File: src/rx_store_pkg.sv
/*
 * Constants and carrier types for the receive message store.
 * Assumes a 32-bit APB register bus and a 32-bit word-write memory port.
 */
`default_nettype none

package rx_store_pkg;

    // Register byte offsets
    localparam logic [7:0] OFS_FIFO_CONTROL  = 8'h00;
    localparam logic [7:0] OFS_BASE_ADDRESS  = 8'h04;
    localparam logic [7:0] OFS_USER_ADDRESS  = 8'h08;
    localparam logic [7:0] OFS_WRITE_INDEX   = 8'h0C;
    localparam logic [7:0] OFS_INT_FLAGS     = 8'h10;
    localparam logic [7:0] OFS_INT_MASK      = 8'h14;
    localparam logic [7:0] OFS_MODULE_CTRL   = 8'h18;
    localparam logic [7:0] OFS_LEVEL_STATUS  = 8'h1C;

    // Control field positions
    localparam int POS_PAYLOAD_ONLY = 12;
    localparam int POS_PTR_BUMP     = 13;
    localparam int POS_STAMP_CAP    = 0;

    // Flag positions in interrupt and level registers
    localparam int POS_NOT_EMPTY = 0;
    localparam int POS_HALF_FULL = 1;
    localparam int POS_FULL      = 2;
    localparam int POS_OVERFLOW  = 3;
    localparam int FLAG_W        = 4;

    // Ring geometry
    localparam int          IDX_W          = 3;
    localparam logic [3:0]  DEPTH          = 4'h8;
    localparam logic [3:0]  HALF_LEVEL     = 4'h4;
    localparam logic [31:0] STRIDE_FULL    = 32'h0000_0010;
    localparam logic [31:0] STRIDE_PAYLOAD = 32'h0000_0008;
    localparam logic [1:0]  LAST_WORD_FULL = 2'h3;
    localparam logic [1:0]  LAST_WORD_PAY  = 2'h1;

    // Reset values
    localparam logic [31:0] RST_WORD  = 32'h0000_0000;
    localparam logic [FLAG_W-1:0] RST_FLAGS = 4'h0;

    // Received frame as handed over by the protocol receiver
    typedef struct packed {
        logic [15:0] stamp;
        logic [4:0]  filter;
        logic [10:0] standard_identifier;
        logic        srr;
        logic        ide;
        logic [17:0] eid;
        logic        rtr;
        logic [3:0]  dlc;
        logic [63:0] data;
    } rx_frame_t;

    // One word write towards system RAM
    typedef struct packed {
        logic [31:0] addr;
        logic [31:0] wdata;
    } mem_word_t;

    typedef enum logic [3:0] {
        ST_IDLE   = 4'b0001,
        ST_LOAD   = 4'b0010,
        ST_WRITE  = 4'b0100,
        ST_COMMIT = 4'b1000
    } store_state_t;

endpackage

`default_nettype wire

File: src/rx_msg_store.sv
/*
 * Receive message store: writes accepted frames into an eight-buffer
 * ring in system RAM, tracks write index and user read pointer, and
 * raises not-empty, half-full, full and overflow flags.
 * Assumes frames arrive on a valid/ready port and RAM takes one word
 * per request, acknowledged by a one-cycle mem_ack.
 */
`default_nettype none

// Contract
// - Payload bytes 0..3 in first data word, 4..7 in second, byte 0 lowest.
// - Buffers live in system RAM; plain word writes, no set/clear/invert aliases.
// - Payload-only mode stores payload alone, dropping identifier, reserved bits, length.
// - Payload-only mode enabled by control bit 12.
// - Payload-only mode never writes a time stamp.
// - Payload-only mode writes eight bytes, zeroing bytes beyond received length.
// - User address register returns address of next buffer software should read.
// - Writing bit 13 of control advances user address to next buffer while unread messages remain; ignored when ring empty.
// - After configuration user address and storage start at base address.
// - Write index advances after each stored message; user address waits for software.
// - Not-empty, half-full and full notifications, pollable or as interrupts.
// - Not-empty set when first message enters an empty ring.
// - Half-full set when fourth unread message is stored.
// - Full set when all eight buffers hold unread messages.
// - Message arriving while full is dropped, overflow set, index unchanged.
// - Full format first word: stamp high half, filter code, standard identifier.
// - Stamp field reads zero when capture option is off.

module rx_msg_store (
    // Clock and reset
    input  wire logic                   pclk,
    input  wire logic                   presetn,
    // APB register port
    input  wire logic                   psel,
    input  wire logic                   penable,
    input  wire logic                   pwrite,
    input  wire logic [7:0]             paddr,
    input  wire logic [31:0]            pwdata,
    input  wire logic [3:0]             pstrb,
    output logic      [31:0]            prdata,
    output logic                        pready,
    output logic                        pslverr,
    // Frames from the protocol receiver
    input  wire logic                   rx_valid,
    input  wire rx_store_pkg::rx_frame_t rx_frame,
    output logic                        rx_ready,
    // Word writes to system RAM
    output logic                        mem_req,
    output rx_store_pkg::mem_word_t     mem_word,
    input  wire logic                   mem_ack,
    // Interrupt
    output logic                        irq
);

    // Buffer start address for a ring index
    function automatic logic [31:0] buf_addr(input logic [31:0] base,
                                             input logic [rx_store_pkg::IDX_W-1:0] idx,
                                             input logic pay_only);
        logic [31:0] stride;
        stride   = pay_only ? rx_store_pkg::STRIDE_PAYLOAD : rx_store_pkg::STRIDE_FULL;
        buf_addr = base + stride * {29'h0, idx};
    endfunction

    // Byte-lane merge of an APB write
    function automatic logic [31:0] merge_strb(input logic [31:0] old,
                                               input logic [31:0] wr,
                                               input logic [3:0]  strb);
        logic [31:0] res;
        res = old;
        for (int b = 0; b < 4; b++)
        begin
            if (strb[b])
            begin
                res[b*8 +: 8] = wr[b*8 +: 8];
            end
        end
        merge_strb = res;
    endfunction

    // State
    rx_store_pkg::store_state_t          state_q, state_d;
    rx_store_pkg::rx_frame_t             frame_q;
    logic                                pay_only_q;
    logic [1:0]                          word_q;
    logic [rx_store_pkg::IDX_W-1:0]      wr_idx_q, rd_idx_q;
    logic [3:0]                          count_q, count_d;
    logic [31:0]                         ctrl_q, base_q;
    logic                                stamp_cap_q;
    logic [rx_store_pkg::FLAG_W-1:0]     flags_q, flags_d, mask_q;
    logic [31:0]                         prdata_q;
    logic                                pready_q, pslverr_q;
    logic                                rx_ready_q, mem_req_q, irq_q;
    rx_store_pkg::mem_word_t             mem_word_q;

    // APB access decode
    wire        apb_do    = psel & penable & pready_q;
    wire        apb_wr    = apb_do & pwrite;
    wire        hit_ctrl  = (paddr == rx_store_pkg::OFS_FIFO_CONTROL);
    wire        hit_base  = (paddr == rx_store_pkg::OFS_BASE_ADDRESS);
    wire        hit_ua    = (paddr == rx_store_pkg::OFS_USER_ADDRESS);
    wire        hit_wi    = (paddr == rx_store_pkg::OFS_WRITE_INDEX);
    wire        hit_flag  = (paddr == rx_store_pkg::OFS_INT_FLAGS);
    wire        hit_mask  = (paddr == rx_store_pkg::OFS_INT_MASK);
    wire        hit_mod   = (paddr == rx_store_pkg::OFS_MODULE_CTRL);
    wire        hit_lvl   = (paddr == rx_store_pkg::OFS_LEVEL_STATUS);
    wire        hit_any   = hit_ctrl | hit_base | hit_ua | hit_wi | hit_flag
                          | hit_mask | hit_mod | hit_lvl;
    wire        wr_ctrl   = apb_wr & hit_ctrl;
    wire        wr_base   = apb_wr & hit_base;
    wire [31:0] ctrl_new  = merge_strb(ctrl_q, pwdata, pstrb);
    wire [31:0] mod_new   = merge_strb({31'h0, stamp_cap_q}, pwdata, pstrb);
    wire [31:0] mask_new  = merge_strb({28'h0, mask_q}, pwdata, pstrb);

    // Pointer bump request from software
    wire bump     = wr_ctrl & pstrb[1] & pwdata[rx_store_pkg::POS_PTR_BUMP];
    wire bump_ok  = bump & (count_q != 4'h0);

    // Levels derived from unread count
    wire lvl_ne   = (count_q != 4'h0);
    wire lvl_half = (count_q >= rx_store_pkg::HALF_LEVEL);
    wire lvl_full = (count_q == rx_store_pkg::DEPTH);

    // Frame intake and overflow
    wire accept   = rx_valid & rx_ready_q;
    wire drop     = accept & lvl_full;
    wire take     = accept & ~lvl_full;
    wire commit   = (state_q == rx_store_pkg::ST_COMMIT);
    wire pay_sel  = ctrl_q[rx_store_pkg::POS_PAYLOAD_ONLY];

    // Payload with bytes beyond the received length zeroed
    logic [63:0] pay_masked;
    always_comb
    begin
        pay_masked = frame_q.data;
        for (int b = 0; b < 8; b++)
        begin
            if ((frame_q.dlc[3] == 1'b0) && (b >= int'(frame_q.dlc)))
            begin
                pay_masked[b*8 +: 8] = 8'h00;
            end
        end
    end

    // Word images, byte 0 in the lowest lane
    wire [31:0] word_lo   = pay_masked[31:0];
    wire [31:0] word_hi   = pay_masked[63:32];
    wire [15:0] stamp_fld = stamp_cap_q ? frame_q.stamp : 16'h0000;
    wire [31:0] word_sid  = {stamp_fld, frame_q.filter, frame_q.standard_identifier};
    wire [31:0] word_eid  = {2'b00, frame_q.srr, frame_q.ide, frame_q.eid,
                             frame_q.rtr, 1'b0, 3'b000, 1'b0, frame_q.dlc};

    // Word order: payload-only writes two words, full format four
    logic [31:0] word_now;
    always_comb
    begin
        if (pay_only_q)
        begin
            word_now = (word_q == 2'h0) ? word_lo : word_hi;
        end
        else
        begin
            case (word_q)
                2'h0:    word_now = word_sid;
                2'h1:    word_now = word_eid;
                2'h2:    word_now = word_lo;
                default: word_now = word_hi;
            endcase
        end
    end

    wire [1:0]  last_word = pay_only_q ? rx_store_pkg::LAST_WORD_PAY
                                       : rx_store_pkg::LAST_WORD_FULL;
    wire [31:0] wr_base_a = buf_addr(base_q, wr_idx_q, pay_only_q);
    wire [31:0] word_addr = wr_base_a + {28'h0, word_q, 2'b00};
    wire [31:0] user_addr = buf_addr(base_q, rd_idx_q, pay_sel);

    // Store sequencer
    always_comb
    begin
        case (state_q)
            rx_store_pkg::ST_IDLE:   state_d = take ? rx_store_pkg::ST_LOAD
                                                    : rx_store_pkg::ST_IDLE;
            rx_store_pkg::ST_LOAD:   state_d = rx_store_pkg::ST_WRITE;
            rx_store_pkg::ST_WRITE:
            begin
                if (mem_ack && (word_q == last_word))
                begin
                    state_d = rx_store_pkg::ST_COMMIT;
                end
                else if (mem_ack)
                begin
                    state_d = rx_store_pkg::ST_LOAD;
                end
                else
                begin
                    state_d = rx_store_pkg::ST_WRITE;
                end
            end
            rx_store_pkg::ST_COMMIT: state_d = rx_store_pkg::ST_IDLE;
            default:                 state_d = rx_store_pkg::ST_IDLE;
        endcase
    end

    // Unread count: store adds, bump removes
    always_comb
    begin
        count_d = count_q;
        if (wr_base)
        begin
            count_d = 4'h0;
        end
        else if (commit && !bump_ok)
        begin
            count_d = count_q + 4'h1;
        end
        else if (!commit && bump_ok)
        begin
            count_d = count_q - 4'h1;
        end
    end

    // Sticky events; a new event wins over a same-cycle clear
    logic [rx_store_pkg::FLAG_W-1:0] ev, clr;
    always_comb
    begin
        ev = '0;
        ev[rx_store_pkg::POS_NOT_EMPTY] = commit && (count_q == 4'h0);
        ev[rx_store_pkg::POS_HALF_FULL] = (count_d >= rx_store_pkg::HALF_LEVEL)
                                          && (count_q < rx_store_pkg::HALF_LEVEL);
        ev[rx_store_pkg::POS_FULL]      = (count_d == rx_store_pkg::DEPTH)
                                          && !lvl_full;
        ev[rx_store_pkg::POS_OVERFLOW]  = drop;
        clr = (apb_wr && hit_flag && pstrb[0]) ? pwdata[3:0] : 4'h0;
        flags_d = (flags_q & ~clr) | ev;
    end

    // Sequencer, frame latch and memory request
    always_ff @(posedge pclk or negedge presetn)
    begin
        if (!presetn)
        begin
            state_q    <= rx_store_pkg::ST_IDLE;
            frame_q    <= '0;
            pay_only_q <= 1'b0;
            word_q     <= 2'h0;
            rx_ready_q <= 1'b0;
            mem_req_q  <= 1'b0;
            mem_word_q <= '0;
        end
        else
        begin
            state_q    <= state_d;
            rx_ready_q <= (state_d == rx_store_pkg::ST_IDLE) && !accept;
            if (take)
            begin
                frame_q    <= rx_frame;
                pay_only_q <= pay_sel;
                word_q     <= 2'h0;
            end
            if (state_q == rx_store_pkg::ST_LOAD)
            begin
                mem_req_q  <= 1'b1;
                mem_word_q <= '{addr: word_addr, wdata: word_now};
            end
            else if (mem_ack)
            begin
                mem_req_q  <= 1'b0;
                word_q     <= word_q + 2'h1;
            end
        end
    end

    // Ring pointers and unread count
    always_ff @(posedge pclk or negedge presetn)
    begin
        if (!presetn)
        begin
            wr_idx_q <= '0;
            rd_idx_q <= '0;
            count_q  <= 4'h0;
        end
        else
        begin
            count_q <= count_d;
            if (wr_base)
            begin
                wr_idx_q <= '0;
                rd_idx_q <= '0;
            end
            else
            begin
                if (commit)
                begin
                    wr_idx_q <= wr_idx_q + 3'h1;
                end
                if (bump_ok)
                begin
                    rd_idx_q <= rd_idx_q + 3'h1;
                end
            end
        end
    end

    // Software-written configuration
    always_ff @(posedge pclk or negedge presetn)
    begin
        if (!presetn)
        begin
            ctrl_q      <= rx_store_pkg::RST_WORD;
            base_q      <= rx_store_pkg::RST_WORD;
            stamp_cap_q <= 1'b0;
            mask_q      <= rx_store_pkg::RST_FLAGS;
        end
        else
        begin
            if (wr_ctrl)
            begin
                ctrl_q <= {18'h0, 1'b0, ctrl_new[12], 12'h0};
            end
            if (wr_base)
            begin
                base_q <= {merge_strb(base_q, pwdata, pstrb)} & 32'hFFFF_FFFC;
            end
            if (apb_wr && hit_mod)
            begin
                stamp_cap_q <= mod_new[rx_store_pkg::POS_STAMP_CAP];
            end
            if (apb_wr && hit_mask)
            begin
                mask_q <= mask_new[3:0];
            end
        end
    end

    // Read data mux
    logic [31:0] rd_mux;
    always_comb
    begin
        case (1'b1)
            hit_ctrl: rd_mux = ctrl_q;
            hit_base: rd_mux = base_q;
            hit_ua:   rd_mux = user_addr;
            hit_wi:   rd_mux = {29'h0, wr_idx_q};
            hit_flag: rd_mux = {28'h0, flags_q};
            hit_mask: rd_mux = {28'h0, mask_q};
            hit_mod:  rd_mux = {31'h0, stamp_cap_q};
            hit_lvl:  rd_mux = {24'h0, count_q, 1'b0, lvl_full, lvl_half, lvl_ne};
            default:  rd_mux = 32'h0000_0000;
        endcase
    end

    // APB answer one cycle into the access phase; flags and irq
    always_ff @(posedge pclk or negedge presetn)
    begin
        if (!presetn)
        begin
            pready_q  <= 1'b0;
            pslverr_q <= 1'b0;
            prdata_q  <= 32'h0000_0000;
            flags_q   <= rx_store_pkg::RST_FLAGS;
            irq_q     <= 1'b0;
        end
        else
        begin
            pready_q  <= psel & penable & ~pready_q;
            pslverr_q <= psel & penable & ~pready_q & ~hit_any;
            prdata_q  <= (psel & penable & ~pready_q & ~pwrite) ? rd_mux : 32'h0000_0000;
            flags_q   <= flags_d;
            irq_q     <= |(flags_d & mask_q);
        end
    end

    // Outputs straight from flops
    assign prdata   = prdata_q;
    assign pready   = pready_q;
    assign pslverr  = pslverr_q;
    assign rx_ready = rx_ready_q;
    assign mem_req  = mem_req_q;
    assign mem_word = mem_word_q;
    assign irq      = irq_q;

endmodule // rx_msg_store

`default_nettype wire

File: config.mk
export PLATFORM = sky130hd
export DESIGN_NAME = rx_msg_store
export DESIGN_NICKNAME = d
export VERILOG_FILES = /design/src/rx_store_pkg.sv /design/src/rx_msg_store.sv
export SDC_FILE = /design/constraint.sdc
export NUM_CORES = 1
export LEC_CHECK = 0
export ABC_CLOCK_PERIOD_IN_PS = 4830
export BUFFER_PORTS_ARGS = -buffer_cell sky130_fd_sc_hd__buf_4
export CORE_AREA = 10 10 226 228
export CTS_BUF_LIST = sky130_fd_sc_hd__clkbuf_4
export DETAILED_ROUTE_END_ITERATION = 12
export DIE_AREA = 0 0 236 238
export HOLD_SLACK_MARGIN = 0.1
export REMOVE_ABC_BUFFERS = 1
export SLEW_MARGIN = 20
export SYNTH_ARGS = -nofsm -noshare
export SYNTH_HDL_FRONTEND = slang
export SYNTH_SLANG_ARGS = --single-unit
File: constraint.sdc
create_clock -name pclk -period 4.83 [get_ports pclk]
set_input_delay 0.966 -clock pclk [delete_from_list [all_inputs] [get_ports pclk]]
set_output_delay 0.966 -clock pclk [all_outputs]
set_load 0.05 [all_outputs]
# Word-level counts from Yosys, hierarchy flattened
# Index checks and enable logic that the tools add are counted.
# totals
regBits	279
word_cells	178
out_inout_bits	101
in_bits	172
# classes
n_reduce_logical	38
add_sub_neg	8
n_eq_ne	17
n_bitwise	30
multipliers	2
n_lt_le_gt_ge	11
muxes	41
# op_table
op	count
32-bit 2-to-1 mux	6
8-bit 2-to-1 mux	13
32-bit case mux with 3 select lines	1
32-bit by 8-bit adder with 32-bit output	2
32-bit by 4-bit adder with 32-bit output	1
8-bit by 5-bit == test with 1-bit output, second input constant	4
4-bit 2-to-1 mux	5
1-bit logical AND	19
8-bit by 4-bit == test with 1-bit output, second input constant	2
3-bit by 4-bit >= comparator with 1-bit output, first input constant	4
5-bit by 3-bit multiplier with 8-bit output	2
16-bit 2-to-1 mux	1
3-bit 2-to-1 mux	5
1-bit bitwise AND	14
2-bit AND reduction	7
4-bit == test, second input constant	3
4-bit case mux with 3 select lines	1
2-bit 2-to-1 mux	5
5-bit 2-to-1 mux	2
4-bit bitwise AND	2
4-bit by 1-bit == test with 1-bit output, second input constant	2
8-bit by 3-bit == test with 1-bit output, second input constant	1
1-bit by 4-bit >= comparator with 1-bit output, first input constant	2
2-bit by 4-bit >= comparator with 1-bit output, first input constant	2
23 further kinds	41

# Logic depth before layout (Yosys ltp)
# logic_depth
ltp_word	16
mapped_depth	14
mapped_depth_nobuf	13

# Worst setup path after synthesis
# OpenSTA, ideal clock, no wires.
# synth_timing
path_kind	register to register
start	reg pay_only_q
end	reg mem_word_q (netlist bit mem_word[48])
synth_period_minus_slack_ps	3726
t_arrival_ps	3643
path_buffers	2
setup_ps	83
path_stages_with_launch	13
required_ps	4747
slack_ps	1104
cell_sequence	dfrtp_1 clkbuf_1 clkbuf_1 mux2_2 fa_1 ha_1 ha_1 a21o_1 a2111oi_0 nor3_1 nand3_1 xor2_1 o21ai_0
# synth_between
elab_chain_cells	4
# synth_rtl
element	line	text
start: declaration	rx_msg_store.sv:83	logic pay_only_q;
start signal: assignment	rx_msg_store.sv:257	pay_only_q <= pay_sel;
5-bit 2-to-1 mux	rx_msg_store.sv:60	stride = pay_only ? rx_store_pkg::STRIDE_PAYLOAD : rx_store_pkg::STRIDE_FULL;
5-bit by 3-bit multiplier with 8-bit output	rx_msg_store.sv:61	buf_addr = base + stride * {29'h0, idx};
32-bit by 8-bit adder with 32-bit output	rx_msg_store.sv:61	
32-bit by 4-bit adder with 32-bit output	rx_msg_store.sv:174	wire [31:0] word_addr = wr_base_a + {28'h0, word_q, 2'b00};
end signal: assignment	rx_msg_store.sv:263	mem_word_q <= '{addr: word_addr, wdata: word_now};
end: declaration	rx_msg_store.sv:93	rx_store_pkg::mem_word_t mem_word_q;
# No other way between the ends.
# A chain may end at the register's enable or synchronous reset.

# Final worst setup path
# Ends and elaborated chain as after synthesis.

==> results.md <==
- Vias in the first global route: roughly 12000
- Post-Synthesis Cells: 1273
- Nets: 1769
- Synth top area cells: dfrtp_1 (50%), mux2_2 (14%), nand2_1 (4.9%)
- Die width: 236 um
- Hold Startpoint: rx_frame[120]
- I/O Pins: ~270
- Post-place setup slack: ~1.4 ns
- Crit start category: flop
- Most frequent cell after synthesis: dfrtp_1
- 1st-iter DRT viols: 655
- Leak pwr: 7.98 nW
- Dpl hpwl: 30.8 mm
- Setup TNS: 0 ns
- R2R Path Start: pay_only_q$_DFFE_PN0P_
- Sequential area share after synthesis: 50.2%
- Crit end category: flop
- Met2 WL: 21.0 mm
- Total CTS buffers: 85
- Final WL: ~43 mm
- Setup Fix Bufs, Post-CTS: 0
- CTS tree: done
- Switching power: 3.89 mW
- Most used cell, CP: ha_1
- Register bit count reported by yosys: 277
- Area delta synth->final: 27.2%
- Synth cell types: 72
- Initial antenna violation count: 1
- Crit-path max cell delay: just under 0.6 ns
- Antenna-violating nets left: 0
- FP Rows: 79
- Fmax: about 290 MHz
- Logic pwr share: 38.4%
- Commonest cells post-synth: dfrtp_1 (276), nand2_1 (181), mux2_2 (168)
- Worst Path Buf+Inv: 1
- Synth top area share: between 50% and 60%
- Main synth FF type: dfrtp_1
- Area leader, netlist: dfrtp_1
- RSZ-0062 raised after global routing: no
- Starting density of the core: 29.8%
- Int Power: between 5 and 6 mW
- Min-delay worst type: in2reg
- IO buf count: 270
- Asr flop ratio synth: 100%
- Sequential share of power: 37.7%
- Clock skew: 0.0582 ns
- Pin count of the biggest net entering global routing: 93
- Pins Over Slew Limit: 0
- CP max FO: 9
- Clk buf depth: 3
- Fin cells: roughly 2200
- Top Family by Delay on Critical Path: adder cells
- Gr ovfl total: 0
- Mapped Area: 0.0138 mm2
- Root Buffer: clkbuf_4
- Data arrival, critical path: 4.10 ns
- Worst path slowest cell: a2111oi_0
- Routability cong.: 0.827
- Die ar.: 0.0562 mm2
- Routed length per instance: 19.4 um
- Vias per cell: 4.96
- Worst skew pair latency: 0.82 ns
- Syn. warnings: 0
- Required @ worst endpoint: roughly 5.5 ns
- Vias: 11100
- # setup viols final: 0
- CP Cell Sequence: mux2_2, fa_1, ha_1, ha_1, a21o_1, a2111oi_0, nor3_1, buf_4, nand3_1, xor2_1, o21ai_0
- Syn avg cell area: 10.8 um2
- Worst setup path startpoint: pay_only_q$_DFFE_PN0P_
- Final Hold Viols: 0
- Met3 wire length: 2.24 mm
- Ratio of cells with drive above 1 in the final layout: 37.2%
- Number of H-tree branching levels: 3
- Worst VDD drop: 0.303 mV
- Drt pass-1 iters: 5
- Hold slack: 0.380 ns
- Top Layer Used: met4
- Fin crit share: 72.0%
- Min cycle time layout: ~3.5 ns
- Overall Global Routing Usage: 15.0%
- Die Y: about 240 um
- WL met1: ~19 mm
- PnR worst setup slack: 1.35 ns
- Switch share: about 39%
- Slew margin rel.: between 30% and 40%
- Crit Path Class: reg2reg
- Result of the run: completed
- Clock Power Share: 23.9%
- Placed cell count: between 2000 and 2500
- Post-synth EDFFs: 0
- CORE AREA: 0.0464 mm2
- # DRC: 0
- First-pass GRT wire length: 67.1 mm
- Max_cap viols: 0
- Clock sink count: 277
- Clock slew at reported path FFs: 0.07 ns
- Worst slew pin tran: 0.950 ns
- Power density cells: 562 mW/mm2
==> metal layers <==
metal	vias up	global-route usage, %
met5	-	0
met3	84	3.48
li1	5177	-
met4	0	7.07
met2	306	25.0
met1	5502	18.1
==> metrics by stage <==
stage | utilization (%) | power, mW | instance area [um2]
after floorplan | - | 6.30 | 13500
after global placement | 35.5 | 7.50 | 16500
after detailed placement | 35.5 | 7.60 | 16500
after CTS | 37.9 | 10.0 | 17600
after global routing | 37.9 | 10.5 | 17600
final | 37.9 | 9.86 | 17600
==> state kept, by name, indices dropped and copies added, names as in the netlist <==
register and count:
word_q 2, irq 1, state_q 4, mem_req 1
frame_q 121, pslverr 1, mask_q 4, pay_only_q 1
wr_idx_q 3, count_q 4, prdata 32, flags_q 4
pready 1, ctrl_q 1, stamp_cap_q 1, mem_word 62
rx_ready 1, base_q 30, rd_idx_q 3
==> cells in the final DEF, fill, tap and decap left out, types with 7 or more instances in the layout <==
cell type | synthesis | routed
a21oi_1 | 35 | 35
o21ai_0 | 68 | 68
nor2_1 | 70 | 69
clkinv_1 | 0 | 22
nor3_1 | 18 | 17
a22o_1 | 22 | 22
clkbuf_4 | 0 | 119
o21ai_1 | 7 | 7
a221oi_1 | 57 | 57
buf_4 | 3 | 280
and3_1 | 11 | 11
nand2_1 | 181 | 181
nand2b_1 | 7 | 7
nand3_1 | 16 | 16
xor2_1 | 33 | 33
xnor2_1 | 28 | 28
mux2_2 | 168 | 168
mux2i_1 | 12 | 12
inv_1 | 20 | 20
ha_1 | 29 | 27
nor2b_1 | 13 | 13
and2_1 | 7 | 7
dfrtp_1 | 276 | 275
nand4_1 | 12 | 12
a211oi_1 | 7 | 7
==> power by group through the flow <==
| stage | Combinational [mW] | Clock (mW) | Sequential, mW |
|---|---|---|---|
| 2_1_floorplan | 1.91 | 0 | 4.39 |
| 6_report | 3.79 | 2.36 | 3.72 |
| 3_5_place_dp | 3.84 | 0 | 3.76 |
| 4_1_cts | 3.85 | 2.46 | 3.72 |
| 5_1_grt | 4.11 | 2.59 | 3.83 |
| 3_3_place_gp | 3.78 | 0 | 3.72 |
==> layout make-up <==
type                            count  area, um2
Timing Repair Buffer              286       2210
Inverter                           20       75.1
Tap cell                          607        759
Sequential cell                   277       6930
Antenna cell                        1       2.50
Clock inverter                     29        196
Multi-Input combinational cell    892       6490
Clock buffer                      119        893
Fill cell                        4582      28800
==> repair_timing <==
item | 4_1_cts | 5_1_grt
endpoints found under the hold margin | 67 | 0
hold buffers | 1 | 0
resized for setup | 0 | 0
==> kinds of logic after synthesis <==
family / after synthesis / share of synthesized area [%]
adders and majority gates: 36 / 3.57
muxes: 180 / 14.6
AOI/OAI and AO/OA: 242 / 12.2
DFF: 277 / 50.2
and+or+nand+nor: 368 / 12.6
xor gates and xnor gates: 61 / 3.87
buffers and inverters: 108 / 3.05
other: 1 / 0.0272
==> final timing paths <==
check                                      endpoint  slack (ns)  cells past startpoint
setup / recovery           mem_word[48]$_DFFE_PN0P_        1.35                     11
hold / removal             frame_q[120]$_DFFE_PN0P_        0.38                      2
setup reg to reg           mem_word[48]$_DFFE_PN0P_        1.35                     11
hold reg to reg             mem_word[4]$_DFFE_PN0P_        0.48                      2
max in group asynchronous    base_q[19]$_DFFE_PN0P_        3.06                      3
min in group asynchronous   frame_q[68]$_DFFE_PN0P_        0.71                      2
Note: power is estimated with default switching activity, not from simulation.
